--- src/rtl/csm_pkg.sv ---
// Package for the processor status and mode register block
package csm_pkg;

    localparam int CSM_AW = 8;
    localparam int CSM_DW = 32;

    // Register byte offsets
    localparam logic [CSM_AW-1:0] STATUS_OFS = 8'h00;
    localparam logic [CSM_AW-1:0] VIEW_OFS   = 8'h04;

    // Reset value: error level and boot vector select set
    localparam logic [CSM_DW-1:0] STATUS_RESET = 32'h0040_0004;
    // Writable bits; reserved positions 27, 24, 23, 21, 19 stay zero
    localparam logic [CSM_DW-1:0] STATUS_WMASK = 32'hf657_ffff;

    // Cycles from the write edge until a set interrupt enable acts
    localparam int IRQ_EN_SET_DELAY = 3;

    localparam logic [1:0] PRIV_KERNEL = 2'h0;
    localparam logic [1:0] PRIV_SUPER  = 2'h1;
    localparam logic [1:0] PRIV_USER   = 2'h2;

    localparam logic [1:0] RESP_OKAY   = 2'h0;
    localparam logic [1:0] RESP_SLVERR = 2'h2;

    typedef enum logic [1:0] {
        MODE_KERNEL,
        MODE_SUPER,
        MODE_USER
    } csm_mode_t;

    typedef struct packed {
        logic [3:0] coprocUsableBits;
        logic       rsv27;
        logic       fpuRegisterCountSelect;
        logic       byteOrderFlipUser;
        logic [1:0] rsv24;
        logic       bootVectorSelect;
        logic       rsv21;
        logic       warmResetIndicator;
        logic       rsv19;
        logic       lastProbeHitFlag;
        logic       checkBitOverride;
        logic       parityExceptionDisable;
        logic [7:0] interruptMaskBits;
        logic       kernelExtendedVectorSelect;
        logic       supervisorWideAddressing;
        logic       userWideAddressing;
        logic [1:0] privilegeModeField;
        logic       errorLevelFlag;
        logic       exceptionLevelFlag;
        logic       globalIrqEnable;
    } csm_status_t;

    typedef struct packed {
        logic [7:0] rsv;
        logic [7:0] pendingRaw;
        logic [7:0] pendingMasked;
        logic [3:0] cpUsable;
        logic       irqTake;
        logic       irqEnabled;
        csm_mode_t  mode;
    } csm_view_t;

    typedef struct packed {
        logic [CSM_AW-1:0] awaddr;
        logic              awvalid;
        logic [CSM_DW-1:0] wdata;
        logic [3:0]        wstrb;
        logic              wvalid;
        logic              bready;
        logic [CSM_AW-1:0] araddr;
        logic              arvalid;
        logic              rready;
    } csm_axil_req_t;

    typedef struct packed {
        logic              awready;
        logic              wready;
        logic [1:0]        bresp;
        logic              bvalid;
        logic              arready;
        logic [CSM_DW-1:0] rdata;
        logic [1:0]        rresp;
        logic              rvalid;
    } csm_axil_rsp_t;

endpackage

--- src/rtl/csm_axil_port.sv ---
// AXI4-Lite slave front end for the status register block
`timescale 1ns/1ps
module csm_axil_port import csm_pkg::*; (
    input  wire logic                sys_clk,
    input  wire logic                reset,
    input  wire csm_axil_req_t       axiReq,
    output csm_axil_rsp_t            axiRsp,
    output logic                     wrFire,
    output logic [CSM_AW-1:0]        wrAddr,
    output logic [CSM_DW-1:0]        wrData,
    output logic [3:0]               wrStrb,
    input  wire logic                wrHit,
    output logic [CSM_AW-1:0]        rdAddr,
    input  wire logic [CSM_DW-1:0]   rdWord,
    input  wire logic                rdHit
);

    logic              awHeld_q, awHeld_d;
    logic              wHeld_q,  wHeld_d;
    logic              bValid_q, bValid_d;
    logic              rValid_q, rValid_d;
    logic              awReady_q;
    logic              wReady_q;
    logic              arReady_q;
    logic [CSM_AW-1:0] awAddr_q;
    logic [CSM_DW-1:0] wData_q;
    logic [3:0]        wStrb_q;
    logic [1:0]        bResp_q;
    logic [1:0]        rResp_q;
    logic [CSM_DW-1:0] rData_q;

    wire awTake = axiReq.awvalid & awReady_q;
    wire wTake  = axiReq.wvalid & wReady_q;
    wire arTake = axiReq.arvalid & arReady_q;
    wire bDone  = bValid_q & axiReq.bready;
    wire rDone  = rValid_q & axiReq.rready;

    // Address and data may arrive in either order; fire once both held
    assign wrFire = awHeld_q & wHeld_q & ~bValid_q;
    assign wrAddr = awAddr_q;
    assign wrData = wData_q;
    assign wrStrb = wStrb_q;
    assign rdAddr = axiReq.araddr;

    assign awHeld_d = awTake ? 1'b1 : (wrFire ? 1'b0 : awHeld_q);
    assign wHeld_d  = wTake  ? 1'b1 : (wrFire ? 1'b0 : wHeld_q);
    assign bValid_d = wrFire ? 1'b1 : (bDone  ? 1'b0 : bValid_q);
    assign rValid_d = arTake ? 1'b1 : (rDone  ? 1'b0 : rValid_q);

    always_ff @(posedge sys_clk) begin
        if (reset) begin
            awHeld_q  <= 1'b0;
            wHeld_q   <= 1'b0;
            bValid_q  <= 1'b0;
            rValid_q  <= 1'b0;
            awReady_q <= 1'b0;
            wReady_q  <= 1'b0;
            arReady_q <= 1'b0;
        end else begin
            awHeld_q  <= awHeld_d;
            wHeld_q   <= wHeld_d;
            bValid_q  <= bValid_d;
            rValid_q  <= rValid_d;
            // Readies are flops so the top presents registered outputs
            awReady_q <= ~awHeld_d & ~bValid_d;
            wReady_q  <= ~wHeld_d & ~bValid_d;
            arReady_q <= ~rValid_d;
        end
    end

    always_ff @(posedge sys_clk) begin
        if (reset) begin
            awAddr_q <= '0;
            wData_q  <= '0;
            wStrb_q  <= '0;
            bResp_q  <= RESP_OKAY;
            rResp_q  <= RESP_OKAY;
            rData_q  <= '0;
        end else begin
            if (awTake) begin
                awAddr_q <= axiReq.awaddr;
            end
            if (wTake) begin
                wData_q <= axiReq.wdata;
                wStrb_q <= axiReq.wstrb;
            end
            if (wrFire) begin
                bResp_q <= wrHit ? RESP_OKAY : RESP_SLVERR;
            end
            if (arTake) begin
                rData_q <= rdHit ? rdWord : '0;
                rResp_q <= rdHit ? RESP_OKAY : RESP_SLVERR;
            end
        end
    end

    assign axiRsp.awready = awReady_q;
    assign axiRsp.wready  = wReady_q;
    assign axiRsp.bvalid  = bValid_q;
    assign axiRsp.bresp   = bResp_q;
    assign axiRsp.arready = arReady_q;
    assign axiRsp.rvalid  = rValid_q;
    assign axiRsp.rdata   = rData_q;
    assign axiRsp.rresp   = rResp_q;

endmodule

--- src/rtl/csm_status_reg.sv ---
// Processor status and mode register with mode and interrupt decode
//
// Functional notes
// - Usable bits grant coprocessors; zero is always usable in kernel mode
// - Register count select gives 16 registers at 0, 32 at 1
// - Reverse byte order acts only in user mode
// - Boot vector select picks normal or bootstrap exception vectors
// - Warm reset indicator reads 1 after soft reset or NMI
// - Probe hit flag records hit or miss of last hit-type cache op
// - Check-bit override makes cache check bits come from ECC register
// - Parity exception disable stops cache parity errors raising exceptions
// - Reserved bits written as zero by software, always read zero
// - Interrupt taken when enabled and same mask and pending bit set
// - Kernel extended vector select picks ordinary or extended refill
// - Supervisor wide addressing selects 64-bit ops and extended refill
// - User wide addressing selects 64-bit operation and extended refill
// - Mode decode: user 10, supervisor 01, else kernel or levels set
// - Interrupts enabled only with enable set and both levels clear
// - A newly set interrupt enable may take up to 3 cycles
// - User and supervisor width independent; kernel always 64-bit
// - 64-bit opcodes always valid in kernel mode
// - Reset forces error level and boot vector select to 1
//
// The AXI4-Lite register port and the register addresses were left to the implementer.
`timescale 1ns/1ps
module csm_status_reg import csm_pkg::*; #(
    parameter int EN_DELAY = IRQ_EN_SET_DELAY
) (
    input  wire logic          sys_clk,
    input  wire logic          reset,
    input  wire csm_axil_req_t axiReq,
    output csm_axil_rsp_t      axiRsp,
    input  wire logic [7:0]    irqPending,
    input  wire logic          softResetEvt,
    input  wire logic          probeValid,
    input  wire logic          probeHit,
    output csm_mode_t          mode,
    output logic               irqEnabled,
    output logic               irqTake,
    output logic [3:0]         cpUsable,
    output logic               fpuRegs32,
    output logic               byteOrderFlip,
    output logic               bootVectors,
    output logic               kernelExtRefill,
    output logic               superExtRefill,
    output logic               userExtRefill,
    output logic               wideAddrActive,
    output logic               op64Valid,
    output logic               checkBitOverride,
    output logic               parityExcDisable,
    output logic [31:0]        statusWord
);

    function automatic logic regHit(input logic [CSM_AW-1:0] addr);
        return (addr == STATUS_OFS) || (addr == VIEW_OFS);
    endfunction

    function automatic logic [31:0] mergeBytes(input logic [31:0] oldW,
                                               input logic [31:0] newW,
                                               input logic [3:0]  strb);
        logic [31:0] res;
        res = oldW;
        for (int i = 0; i < 4; i++) begin
            if (strb[i]) begin
                res[8*i +: 8] = newW[8*i +: 8];
            end
        end
        return res;
    endfunction

    // Bus side
    logic              wrFire;
    logic [CSM_AW-1:0] wrAddr;
    logic [CSM_DW-1:0] wrData;
    logic [3:0]        wrStrb;
    logic [CSM_AW-1:0] rdAddr;
    logic [CSM_DW-1:0] rdWord;

    csm_axil_port u_port (
        .sys_clk (sys_clk),
        .reset   (reset),
        .axiReq  (axiReq),
        .axiRsp  (axiRsp),
        .wrFire  (wrFire),
        .wrAddr  (wrAddr),
        .wrData  (wrData),
        .wrStrb  (wrStrb),
        .wrHit   (regHit(wrAddr)),
        .rdAddr  (rdAddr),
        .rdWord  (rdWord),
        .rdHit   (regHit(rdAddr))
    );

    // Status register state
    csm_status_t             status_q, status_d;
    logic [EN_DELAY-2:0]     enAge_q;
    csm_view_t               view;

    wire statusWrite = wrFire && (wrAddr == STATUS_OFS);
    // Reserved positions masked on the software write path; hardware events set only writable bits
    wire [31:0] writeWord =
        mergeBytes(status_q, wrData, wrStrb) & STATUS_WMASK;

    always_comb begin
        status_d = statusWrite ? csm_status_t'(writeWord) : status_q;
        // Hardware events win over a software write in the same cycle
        if (softResetEvt) begin
            status_d.warmResetIndicator = 1'b1;
            status_d.errorLevelFlag     = 1'b1;
            status_d.bootVectorSelect   = 1'b1;
        end
        if (probeValid) begin
            status_d.lastProbeHitFlag = probeHit;
        end
    end

    always_ff @(posedge sys_clk) begin
        if (reset) begin
            status_q <= csm_status_t'(STATUS_RESET);
        end else begin
            status_q <= status_d;
        end
    end

    // Age of a set enable; a fresh set waits, a clear acts at once
    always_ff @(posedge sys_clk) begin
        if (reset) begin
            enAge_q <= '0;
        end else begin
            // Oldest sample falls off the top of the chain
            enAge_q <= (EN_DELAY-1)'({enAge_q,
                                      status_q.globalIrqEnable});
        end
    end

    // Mode decode
    wire levelSet = status_q.exceptionLevelFlag | status_q.errorLevelFlag;
    wire userNow  = (status_q.privilegeModeField == PRIV_USER) &
                    ~levelSet;
    wire superNow = (status_q.privilegeModeField == PRIV_SUPER) &
                    ~levelSet;
    // Field code 11 also decodes as kernel: the safe fallback
    wire kernelNow = ~userNow & ~superNow;

    wire csm_mode_t modeD = userNow  ? MODE_USER :
                            superNow ? MODE_SUPER : MODE_KERNEL;

    wire irqLive = status_q.globalIrqEnable & enAge_q[EN_DELAY-2] &
                   ~levelSet;
    // Bits 7..2 are hardware inputs 5..0, bits 1..0 software
    wire [7:0] pendMasked = irqPending &
                            status_q.interruptMaskBits;
    wire irqTakeD = irqLive & (|pendMasked);

    wire [3:0] cpUsableD = status_q.coprocUsableBits |
                           {3'h0, kernelNow};
    wire wideD = kernelNow |
                 (superNow & status_q.supervisorWideAddressing) |
                 (userNow & status_q.userWideAddressing);

    // Read view of the live decode
    assign view.rsv           = '0;
    assign view.pendingRaw    = irqPending;
    assign view.pendingMasked = pendMasked;
    assign view.cpUsable      = cpUsable;
    assign view.irqTake       = irqTake;
    assign view.irqEnabled    = irqEnabled;
    assign view.mode          = mode;

    assign rdWord = (rdAddr == VIEW_OFS) ? 32'(view) :
                    32'(status_q);

    // Registered outputs
    always_ff @(posedge sys_clk) begin
        if (reset) begin
            mode             <= MODE_KERNEL;
            irqEnabled       <= 1'b0;
            irqTake          <= 1'b0;
            // Reset decodes as kernel mode, so kernel grants hold
            cpUsable         <= 4'h1;
            fpuRegs32        <= 1'b0;
            byteOrderFlip    <= 1'b0;
            bootVectors      <= 1'b0;
            kernelExtRefill  <= 1'b0;
            superExtRefill   <= 1'b0;
            userExtRefill    <= 1'b0;
            wideAddrActive   <= 1'b1;
            op64Valid        <= 1'b1;
            checkBitOverride <= 1'b0;
            parityExcDisable <= 1'b0;
            statusWord       <= '0;
        end else begin
            mode             <= modeD;
            irqEnabled       <= irqLive;
            irqTake          <= irqTakeD;
            cpUsable         <= cpUsableD;
            fpuRegs32        <= status_q.fpuRegisterCountSelect;
            byteOrderFlip    <= userNow &
                                status_q.byteOrderFlipUser;
            bootVectors      <= status_q.bootVectorSelect;
            kernelExtRefill  <= status_q.kernelExtendedVectorSelect;
            superExtRefill   <= status_q.supervisorWideAddressing;
            userExtRefill    <= status_q.userWideAddressing;
            wideAddrActive   <= wideD;
            op64Valid        <= wideD | kernelNow;
            checkBitOverride <= status_q.checkBitOverride;
            parityExcDisable <= status_q.parityExceptionDisable;
            statusWord       <= 32'(status_q);
        end
    end
endmodule

--- config.mk ---
export PLATFORM = sky130hd
export DESIGN_NAME = csm_status_reg
export DESIGN_NICKNAME = d
export VERILOG_FILES = /design/src/rtl/csm_pkg.sv /design/src/rtl/csm_axil_port.sv /design/src/rtl/csm_status_reg.sv
export SDC_FILE = /design/constraint.sdc
export NUM_CORES = 1
export LEC_CHECK = 0
export ABC_AREA = 0
export BUFFER_PORTS_ARGS = -buffer_cell sky130_fd_sc_hd__clkbuf_2
export CORE_AREA = 5 5 113 115
export CTS_CLUSTER_DIAMETER = 150
export DETAILED_ROUTE_END_ITERATION = 8
export DIE_AREA = 0 0 118 120
export PLACE_DENSITY_LB_ADDON = 0.25
export SYNTH_ARGS = -nofsm -noshare
export SYNTH_HDL_FRONTEND = slang
export SYNTH_SLANG_ARGS = --single-unit
--- constraint.sdc ---
create_clock -name sys_clk -period 2.7 [get_ports sys_clk]
set_input_delay 0.135 -clock sys_clk [delete_from_list [all_inputs] [get_ports sys_clk]]
set_output_delay 0.135 -clock sys_clk [all_outputs]
set_load 0.005 [all_outputs]
==> PnR_summary.wiki, run 1 <==
{| class="wikitable"
! Metric !! Value
|-
| Number of optimization iterations in the first detailed-route pass || 4
|-
| Pwr Density || 687.8 nW/um^2
|-
| Maximum clock skew at final layout || 9.645 ps
|-
| H-tree levels || 4
|-
| Clock Path Buffers || 2
|-
| Slowest-stage cell, CP || sky130_fd_sc_hd__or3_1
|-
| Number of cells after detailed placement || 805
|-
| Count of final max-slew check failures || 0
|-
| Length in cells of the worst reg-to-reg path || 5
|-
| Reg-to-reg endpoint || u_port.rData_q[6]
|-
| Nature of the critical path startpoint || register
|-
| Final Setup Violations || 0
|-
| Total DRC errors in the routed layout || 0
|-
| Top cell type's share of synthesized area || 54.89%
|-
| Pin count of the biggest net entering global routing || 47
|-
| Result of the run || complete, no violations
|-
| Leakage power of the design || 0.002893 uW
|-
| # IOs || 161
|-
| Final routed wirelength across all metal layers || 12,720 microns
|-
| IR Drop Worst-Case VDD || 0.3660 mV
|-
| Count of maximum capacitance violations || 0
|-
| P_sw || 1006 uW
|-
| Arrival @ worst endpoint || 2430 ps
|-
| Routed Antenna Nets || 0
|-
| Die Wd || 118 microns
|-
| Internal power component || 3704 uW
|-
| Final non-filler cell area || 6848 sq um
|-
| Largest delay contributor family on the critical path || simple AND/OR/NAND/NOR gates
|-
| Remaining max-slew budget at the tightest pin || 27.26%
|-
| R2R Setup Slk || 600 ps
|-
| Latest clock arrival within the worst-skew pair || 410 ps
|-
| Count of nets after finishing || 790
|-
| Startpoint of the most critical setup path || u_port.arReady_q
|-
| Switching share of total power || 21.36%
|-
| Placed wire-length estimate after detailed placement || 9317 microns
|-
| Clock transition time at the flip-flop clock pins of the worst setup and hold paths || 60 ps
|-
| Cell types with the largest area share after synthesis || sky130_fd_sc_hd__dfxtp_1, sky130_fd_sc_hd__nand2_1, sky130_fd_sc_hd__nor2b_1, sky130_fd_sc_hd__a21oi_1, sky130_fd_sc_hd__mux2_2
|-
| Measured slew at the worst slew-check pin || 1087 ps
|-
| Overflow after GRT || 0
|-
| Number of gates resized after CTS || 0
|-
| Number of antenna violations at the first check in global routing || 0
|-
| CTS tree || done
|-
| Share of the clock period used by the worst path || 77.92%
|-
| Clock power share || 48.7%
|-
| Proportion of synthesized chip area in sequential cells || 54.89%
|-
| Count of cell instances traversed by the critical path || 5
|-
| Number of buffers inserted during clock tree synthesis || 17
|-
| Post-Syn Area per Cell || 9.350 sq um
|-
| Number of global-route vias before repair || 4,115
|-
| Number of placement rows || 40
|-
| CP required || 3030 ps
|-
| Post-synthesis sequential element count || 141
|-
| Combined area of all synthesized cells || 5142 sq um
|-
| Overall via count from detail_route || 4,231
|-
| Critical path buffer and inverter count || 1
|-
| P&R area growth vs syn || 33.16%
|-
| Global-route wire length before repair || 20,310 microns
|-
| Yosys top cell by area || sky130_fd_sc_hd__dfxtp_1
|-
| Final setup TNS || 0 ps
|-
| Share of total power in sequential cells || 45.6%
|-
| Number of instances in the synthesized netlist || 550
|-
| Critical path class || register to register
|-
| Worst setup path endpoint || u_port.rData_q[6]
|-
| Starting density of the core || 43.91%
|-
| Combinational fraction of design power || 5.6%
|-
| Global Route Usage Sum || 17.91%
|-
| Max FO, Critical Path || 18
|-
| Synthesis warning total || 0
|-
| Via density per instance || 4.808
|-
| Cell Chain, Critical Path || nand2_1, buf_4, or4_1, or3_1, o21ai_0
|-
| Proportion of register bits with asynchronous set or reset after synthesis || 0%
|-
| Number of library cell types mapped by synthesis || 41
|-
| Primary FF master, synth || sky130_fd_sc_hd__dfxtp_1
|-
| Antenna diode count || 0
|-
| Final number of hold-violating endpoints || 0
|-
| Delay of the slowest cell on the worst path || 650 ps
|-
| Routability Congestion || 0.7514
|-
| Post-layout total power || 4710 uW
|-
| Share of cells above drive strength 1 || 29.74%
|-
| Height of the die || 120 microns
|-
| Violation count after the first detailed-route iteration || 226
|-
| Min Tclk post-route || 2104 ps
|-
| Unrepaired setup endpoints after global routing || no
|-
| Placed cell area || 5822 sq um
|-
| Kind of path behind the tightest hold check || input pin to register
|-
| Maximum clock rate || 475.3 MHz
|-
| Filler-free cell count of the finished design || 880
|-
| Die area || 14,160 sq um
|-
| Number of synthesized flops with an enable pin || 0
|-
| Average wire per cell in the routed design || 14.45 microns
|-
| CTS sink cnt || 141
|-
| Final core utilization || 58.47%
|-
| Clock root buffer master || sky130_fd_sc_hd__clkbuf_16
|-
| Origin of the critical flop-to-flop path || u_port.arReady_q
|-
| Count of buffers inserted at the top-level ports || 146
|-
| Area of the placeable core || 11,710 sq um
|-
| Worst setup EP type || register
|}
[cell usage after synthesis (2+ instances only)]
master and count:
sky130_fd_sc_hd__a221oi_1 2, sky130_fd_sc_hd__nor2_1 16, sky130_fd_sc_hd__and2_1 4, sky130_fd_sc_hd__a22oi_1 6
sky130_fd_sc_hd__a21oi_1 49, sky130_fd_sc_hd__nor2b_1 53, sky130_fd_sc_hd__nand3_1 7, sky130_fd_sc_hd__mux2_2 21
sky130_fd_sc_hd__o21ai_0 15, sky130_fd_sc_hd__a311oi_1 2, sky130_fd_sc_hd__buf_4 26, sky130_fd_sc_hd__inv_1 3
sky130_fd_sc_hd__dfxtp_1 141, sky130_fd_sc_hd__mux2i_1 8, sky130_fd_sc_hd__nand2_1 118, sky130_fd_sc_hd__clkbuf_1 19
sky130_fd_sc_hd__nand2b_1 7, sky130_fd_sc_hd__o21ai_2 10, sky130_fd_sc_hd__o211ai_1 3, sky130_fd_sc_hd__or3_1 2
sky130_fd_sc_hd__nor3_1 6, sky130_fd_sc_hd__buf_1 6, sky130_fd_sc_hd__a22o_1 2, sky130_fd_sc_hd__nor4_1 7
[area by class of cell]
type | instances | area [sq um]
clock inverters | 10 | 111.4
inverters | 3 | 11.26
multi-input cells | 361 | 2018
well taps | 147 | 183.9
repair buffers | 196 | 1216
fillers | 1070 | 4863
flip-flops and latches | 141 | 2823
clock buffers | 22 | 484.2
[through the flow]
step                      worst slack (ps)  hold WS (ps)
final                                596.2         15.47
after global routing                 438.7         22.52
after CTS                            590.1         5.336
after detailed placement             459.5         365.2
after global placement               550.3         360.5
after floorplan                      872.0         236.7
[layout by cell type (no fill, tap or decap), drive strengths merged, types with 3 or more instances in the layout]
cell,instances
nor2,16
clkbuf,167
mux2i,8
buf,8
nor3,7
clkinvlp,3
a21oi,49
o21ai,25
nor2b,53
nor4,7
nand2,118
dlygate4sd3,43
mux2,21
dfxtp,141
a22oi,6
clkinv,4
nand2b,7
nand3,7
inv,4
and2,4
o211ai,3
conb,9
[cells by family after synthesis]
family          synth area share [%]
simple gates                   21.41
compound gates                 11.02
other cells                  0.07292
mux                            6.156
flops                          54.89
buf+inv                        6.448
[state kept, by name, summed over array words and instances (netlist names), 2 cells and up]
| name | cells |
|---|---|
| u_port.rData_q | 30 |
| status_q | 27 |
| u_port.wrData | 27 |
| statusWord | 23 |
| u_port.wrAddr | 8 |
| cpUsable | 4 |
| u_port.wrStrb | 4 |
| enAge_q | 2 |
| mode | 2 |
[worst min-delay path: stages]
cell and delay (ps):
sky130_fd_sc_hd__clkbuf_2 70, sky130_fd_sc_hd__nor2b_1 50, sky130_fd_sc_hd__nor2_1 80, sky130_fd_sc_hd__nor2_1 40
[worst min-delay path by stage]
stage	end	startpoint	slack, ps	cells past startpoint
2_1_floorplan	status_q[22]	softResetEvt	240	2
3_3_place_gp	u_port.wrAddr[5]	axiReq[54]	360	3
3_5_place_dp	u_port.wrAddr[5]	axiReq[54]	370	3
4_1_cts	u_port.bValid_q	axiReq[10]	5	4
5_1_grt	u_port.rData_q[23]	irqPending[7]	20	3
6_report	u_port.bValid_q	axiReq[10]	20	4
[layer usage]
layer,vias to the layer above,share of wire [%],global-route usage [%]
met3,13,6.9,6.268
li1,2152,-,-
met4,0,1.2,6.523
met1,1926,44,21.97
met5,-,0,0
met2,140,47,29.10
[power by group through the flow]
| stage | Clock, uW | Combinational, uW | Sequential (uW) |
|---|---|---|---|
| final | 2300 | 266 | 2150 |
| after global routing | 2440 | 296 | 2150 |
| after CTS | 2330 | 265 | 2150 |
| after detailed placement | 0 | 216 | 2190 |
| after global placement | 0 | 213 | 2190 |
| after floorplan | 0 | 141 | 2190 |
[repair_timing]
| item | 4_1_cts | 5_1_grt |
|---|---|---|
| endpoints found under the setup margin | 0 | 0 |
| setup buffers | 0 | 0 |
| hold buffers | 43 | 0 |
| hold endpoints to repair | 44 | 0 |
Power figures use the tool's default switching activity.
==> inputs of run 2 (changes only) <==
--- a/config.mk
+++ b/config.mk
@@ -5,12 +5,12 @@
 export SDC_FILE = /design/constraint.sdc
 export NUM_CORES = 1
 export LEC_CHECK = 0
-export ABC_AREA = 0
+export ABC_AREA = 1
 export BUFFER_PORTS_ARGS = -buffer_cell sky130_fd_sc_hd__clkbuf_2
-export CORE_AREA = 5 5 113 115
+export CORE_AREA = 5 5 116 118
 export CTS_CLUSTER_DIAMETER = 150
 export DETAILED_ROUTE_END_ITERATION = 8
-export DIE_AREA = 0 0 118 120
+export DIE_AREA = 0 0 121 123
 export PLACE_DENSITY_LB_ADDON = 0.25
 export SYNTH_ARGS = -nofsm -noshare
 export SYNTH_HDL_FRONTEND = slang
==> constraint.sdc (replaced) <==
create_clock -name sys_clk -period 1.9 [get_ports sys_clk]
set_input_delay 0.095 -clock sys_clk [delete_from_list [all_inputs] [get_ports sys_clk]]
set_output_delay 0.095 -clock sys_clk [all_outputs]
set_load 0.005 [all_outputs]
==> PnR_summary.wiki, run 2 <==
{| class="wikitable"
! Metric !! Value
|-
| Result of the run || complete, no violations
|-
| Final number of hold-violating endpoints || 0
|-
| Area of the placeable core || 12,360 sq um
|-
| Adder-cell share of the synthesized area || 0%
|-
| Primary FF master, synth || sky130_fd_sc_hd__dfxtp_1
|-
| Overflow after GRT || 0
|-
| Combined area of all synthesized cells || 5410 sq um
|-
| Antenna diode count || 0
|-
| Nature of the critical path startpoint || register
|-
| Clock Path Buffers || 2
|-
| Clock root buffer master || sky130_fd_sc_hd__clkbuf_16
|-
| Global Route Usage Sum || 18.11%
|-
| Delay of the slowest cell on the worst path || 410 ps
|-
| Top cell type's share of synthesized area || 52.17%
|-
| Commonest non-fill, non-tap cells in the layout || sky130_fd_sc_hd__nor2_1, sky130_fd_sc_hd__clkbuf_2, sky130_fd_sc_hd__dfxtp_1, sky130_fd_sc_hd__nand2_1, sky130_fd_sc_hd__inv_1
|-
| Post-Syn Area per Cell || 7.599 sq um
|-
| Proportion of synthesized chip area in sequential cells || 52.17%
|-
| Synthesis warning total || 0
|-
| Min Tclk post-route || 1437 ps
|-
| Pin count of the biggest net entering global routing || 62
|-
| Maximum clock rate || 695.9 MHz
|-
| Placed wire-length estimate after detailed placement || 9227 microns
|-
| Filler-free cell count of the finished design || 1,066
|-
| Share of the clock period used by the worst path || 75.63%
|-
| Count of buffers inserted at the top-level ports || 146
|-
| Number of global-route vias before repair || 4,338
|-
| Count of final max-slew check failures || 0
|-
| Max FO, Critical Path || 18
|-
| Slowest-stage cell, CP || sky130_fd_sc_hd__clkinv_1
|-
| Proportion of register bits with asynchronous set or reset after synthesis || 0%
|-
| Via density per instance || 4.443
|-
| Routability Congestion || 0.7954
|-
| Arrival @ worst endpoint || 1730 ps
|-
| Register bank with the most flops || u_port.rData_q
|-
| Xor-xnor portion of the synthesized cell area || 0%
|-
| Sequential cell area || 2823 sq um
|-
| Number of library cell types mapped by synthesis || 29
|-
| Unrepaired setup endpoints after global routing || no
|-
| Postcts setup bufs || 0
|-
| Starting density of the core || 43.76%
|-
| Maximum clock skew at final layout || 6.382 ps
|-
| Count of maximum capacitance violations || 0
|-
| H-tree levels || 4
|-
| Leakage power of the design || 0.003481 uW
|-
| Count of nets after finishing || 952
|-
| Worst setup EP type || register
|-
| IR Drop Worst-Case VDD || 0.4897 mV
|-
| Critical path class || register to register
|-
| Global-route wire length before repair || 21,200 microns
|-
| Share of cells above drive strength 1 || 23.49%
|-
| Final Worst Setup Slack || 463.0 ps
|-
| Post-layout total power || 7020 uW
|-
| Yosys top cell by area || sky130_fd_sc_hd__dfxtp_1
|-
| Kind of path behind the tightest hold check || input pin to register
|-
| Max reg flops || 30
|-
| Post-synthesis sequential element count || 141
|-
| CTS tree || done
|-
| Pwr Density || 974.1 nW/um^2
|-
| Cell Chain, Critical Path || nand2_1, clkinv_1, nand3_1, nor2_1, nor2_1, nor2_1
|-
| Final setup TNS || 0 ps
|-
| Share of synthesized area spent on multiplexers || 0%
|-
| Latest clock arrival within the worst-skew pair || 410 ps
|-
| Final routed wirelength across all metal layers || 13,260 microns
|-
| Number of instances in the synthesized netlist || 712
|-
| Die area || 14,880 sq um
|-
| Leading cell type by number of instances after synthesis || sky130_fd_sc_hd__nor2_1
|-
| Number of cells after detailed placement || 991
|-
| Worst setup timing slack at the placement stage || 462.1 ps
|-
| Number of inserted filler cells in the final layout || 1,174
|-
| Multi-input logic area || 2014 sq um
|-
| Number of placement rows || 41
|-
| Routed Antenna Nets || 0
|-
| P&R area growth vs syn || 33.21%
|-
| Total DRC errors in the routed layout || 0
|-
| Number of antenna violations at the first check in global routing || 0
|-
| Dominant combinational cell family by area after synthesis || simple AND/OR/NAND/NOR gates
|-
| Most numerous cell types in the synthesized netlist || sky130_fd_sc_hd__nor2_1, sky130_fd_sc_hd__dfxtp_1, sky130_fd_sc_hd__nand2_1
|-
| Die Wd || 121 microns
|-
| Number of optimization iterations in the first detailed-route pass || 5
|-
| # IOs || 161
|-
| Violation count after the first detailed-route iteration || 293
|-
| Number of buffers inserted during clock tree synthesis || 17
|-
| Number of gates resized after CTS || 0
|-
| Overall via count from detail_route || 4,736
|-
| Final Setup Violations || 0
|-
| CP required || 2190 ps
|-
| Post-Synth Simple-Gate Area || 27.89%
|-
| CTS sink cnt || 141
|-
| Average wire per cell in the routed design || 12.44 microns
|-
| Most used cell along the critical path || sky130_fd_sc_hd__nor2_1
|-
| Cell types with the largest area share after synthesis || sky130_fd_sc_hd__dfxtp_1, sky130_fd_sc_hd__nor2_1, sky130_fd_sc_hd__nand2_1, sky130_fd_sc_hd__inv_1, sky130_fd_sc_hd__o21ai_0
|-
| Clock transition time at the flip-flop clock pins of the worst setup and hold paths || 50 ps
|-
| Height of the die || 123 microns
|-
| Most frequent standard cell in the layout excluding fill and tap cells || sky130_fd_sc_hd__nor2_1
|-
| Number of synthesized flops with an enable pin || 0
|-
| Synthesized-area fraction occupied by ao, oa, aoi and oai cells || 8.719%
|}
[run 2: changes by cell type in the layout (fill, tap and decap cells not counted), sizes merged, moves of 7 or more]
cell | previous run | this run
mux2 | 21 | 0
inv | 4 | 71
nor2 | 16 | 202
mux2i | 8 | 0
nand2 | 118 | 110
nand3 | 7 | 36
a21oi | 49 | 31
nand2b | 7 | 0
nor2b | 53 | 0
nor4 | 7 | 0
o21ai | 25 | 49
[run 2: routing by layer]
metal / vias to the layer above / track usage, % / part of all wire [%]
li1: 2499 / - / -
met1: 2072 / 24.87 / 48
met2: 142 / 26.81 / 44
met3: 23 / 5.535 / 6.3
met4: 0 / 6.870 / 1.7
met5: - / 0 / 0
[run 2: repair_timing]
| action | 4_1_cts | 5_1_grt |
|---|---|---|
| hold buffers | 44 | 0 |
| endpoints found under the setup margin | 0 | 0 |
| endpoints found under the hold margin | 47 | 0 |
[run 2: critical path, delay by kind of cell (launching register included)]
| family | cells | cell delay [ps] |
|---|---|---|
| AND/OR/NAND/NOR | 5 | 600 |
| buffers and inverters | 1 | 410 |
| flip-flops | 1 | 300 |
[run 2: where the power goes]
group          internal, uW  switching (uW)  total [uW]  leakage [uW]
registers              3050            52.3        3100       0.00115
clock network          2260            1170        3440      0.000309
logic                   215             267         481       0.00203
[run 2: final timing paths]
check | startpoint | to | slack [ps] | cells past startpoint
worst min register to register | enAge_q[0] | enAge_q[1] | 440 | 2
worst max register to register | u_port.arReady_q | u_port.rData_q[18] | 460 | 6
worst max-delay path | u_port.arReady_q | u_port.rData_q[18] | 460 | 6
worst min-delay path | axiReq[41] | u_port.wrData[25] | 10 | 3
[run 2: per-stage QoR]
step | hold WS [ps] | instance area [sq um] | util (%)
after floorplan | 221.8 | 5440 | -
after global placement | 349.1 | 6146 | 49.71
after detailed placement | 353.8 | 6146 | 49.71
after CTS | 2.738 | 7207 | 58.29
after global routing | 35.23 | 7207 | 58.29
final | 10.86 | 7207 | 58.29
[run 2: kinds of logic (layout without fill, tap and decap cells)]
kind of cell | Yosys count | count (layout)
and+or+nand+nor | 356 | 356
DFF | 141 | 141
buffers and inverters | 128 | 302
other | 1 | 9
AOI/OAI and AO/OA | 86 | 86
[run 2: final cells by class]
class,instances,area share (%)
well taps,172,2.986
repair buffers,199,17.53
clock inverters,6,1.458
flip-flops and latches,141,39.17
inverters,72,3.750
clock buffers,25,7.153
multi-input cells,451,27.95
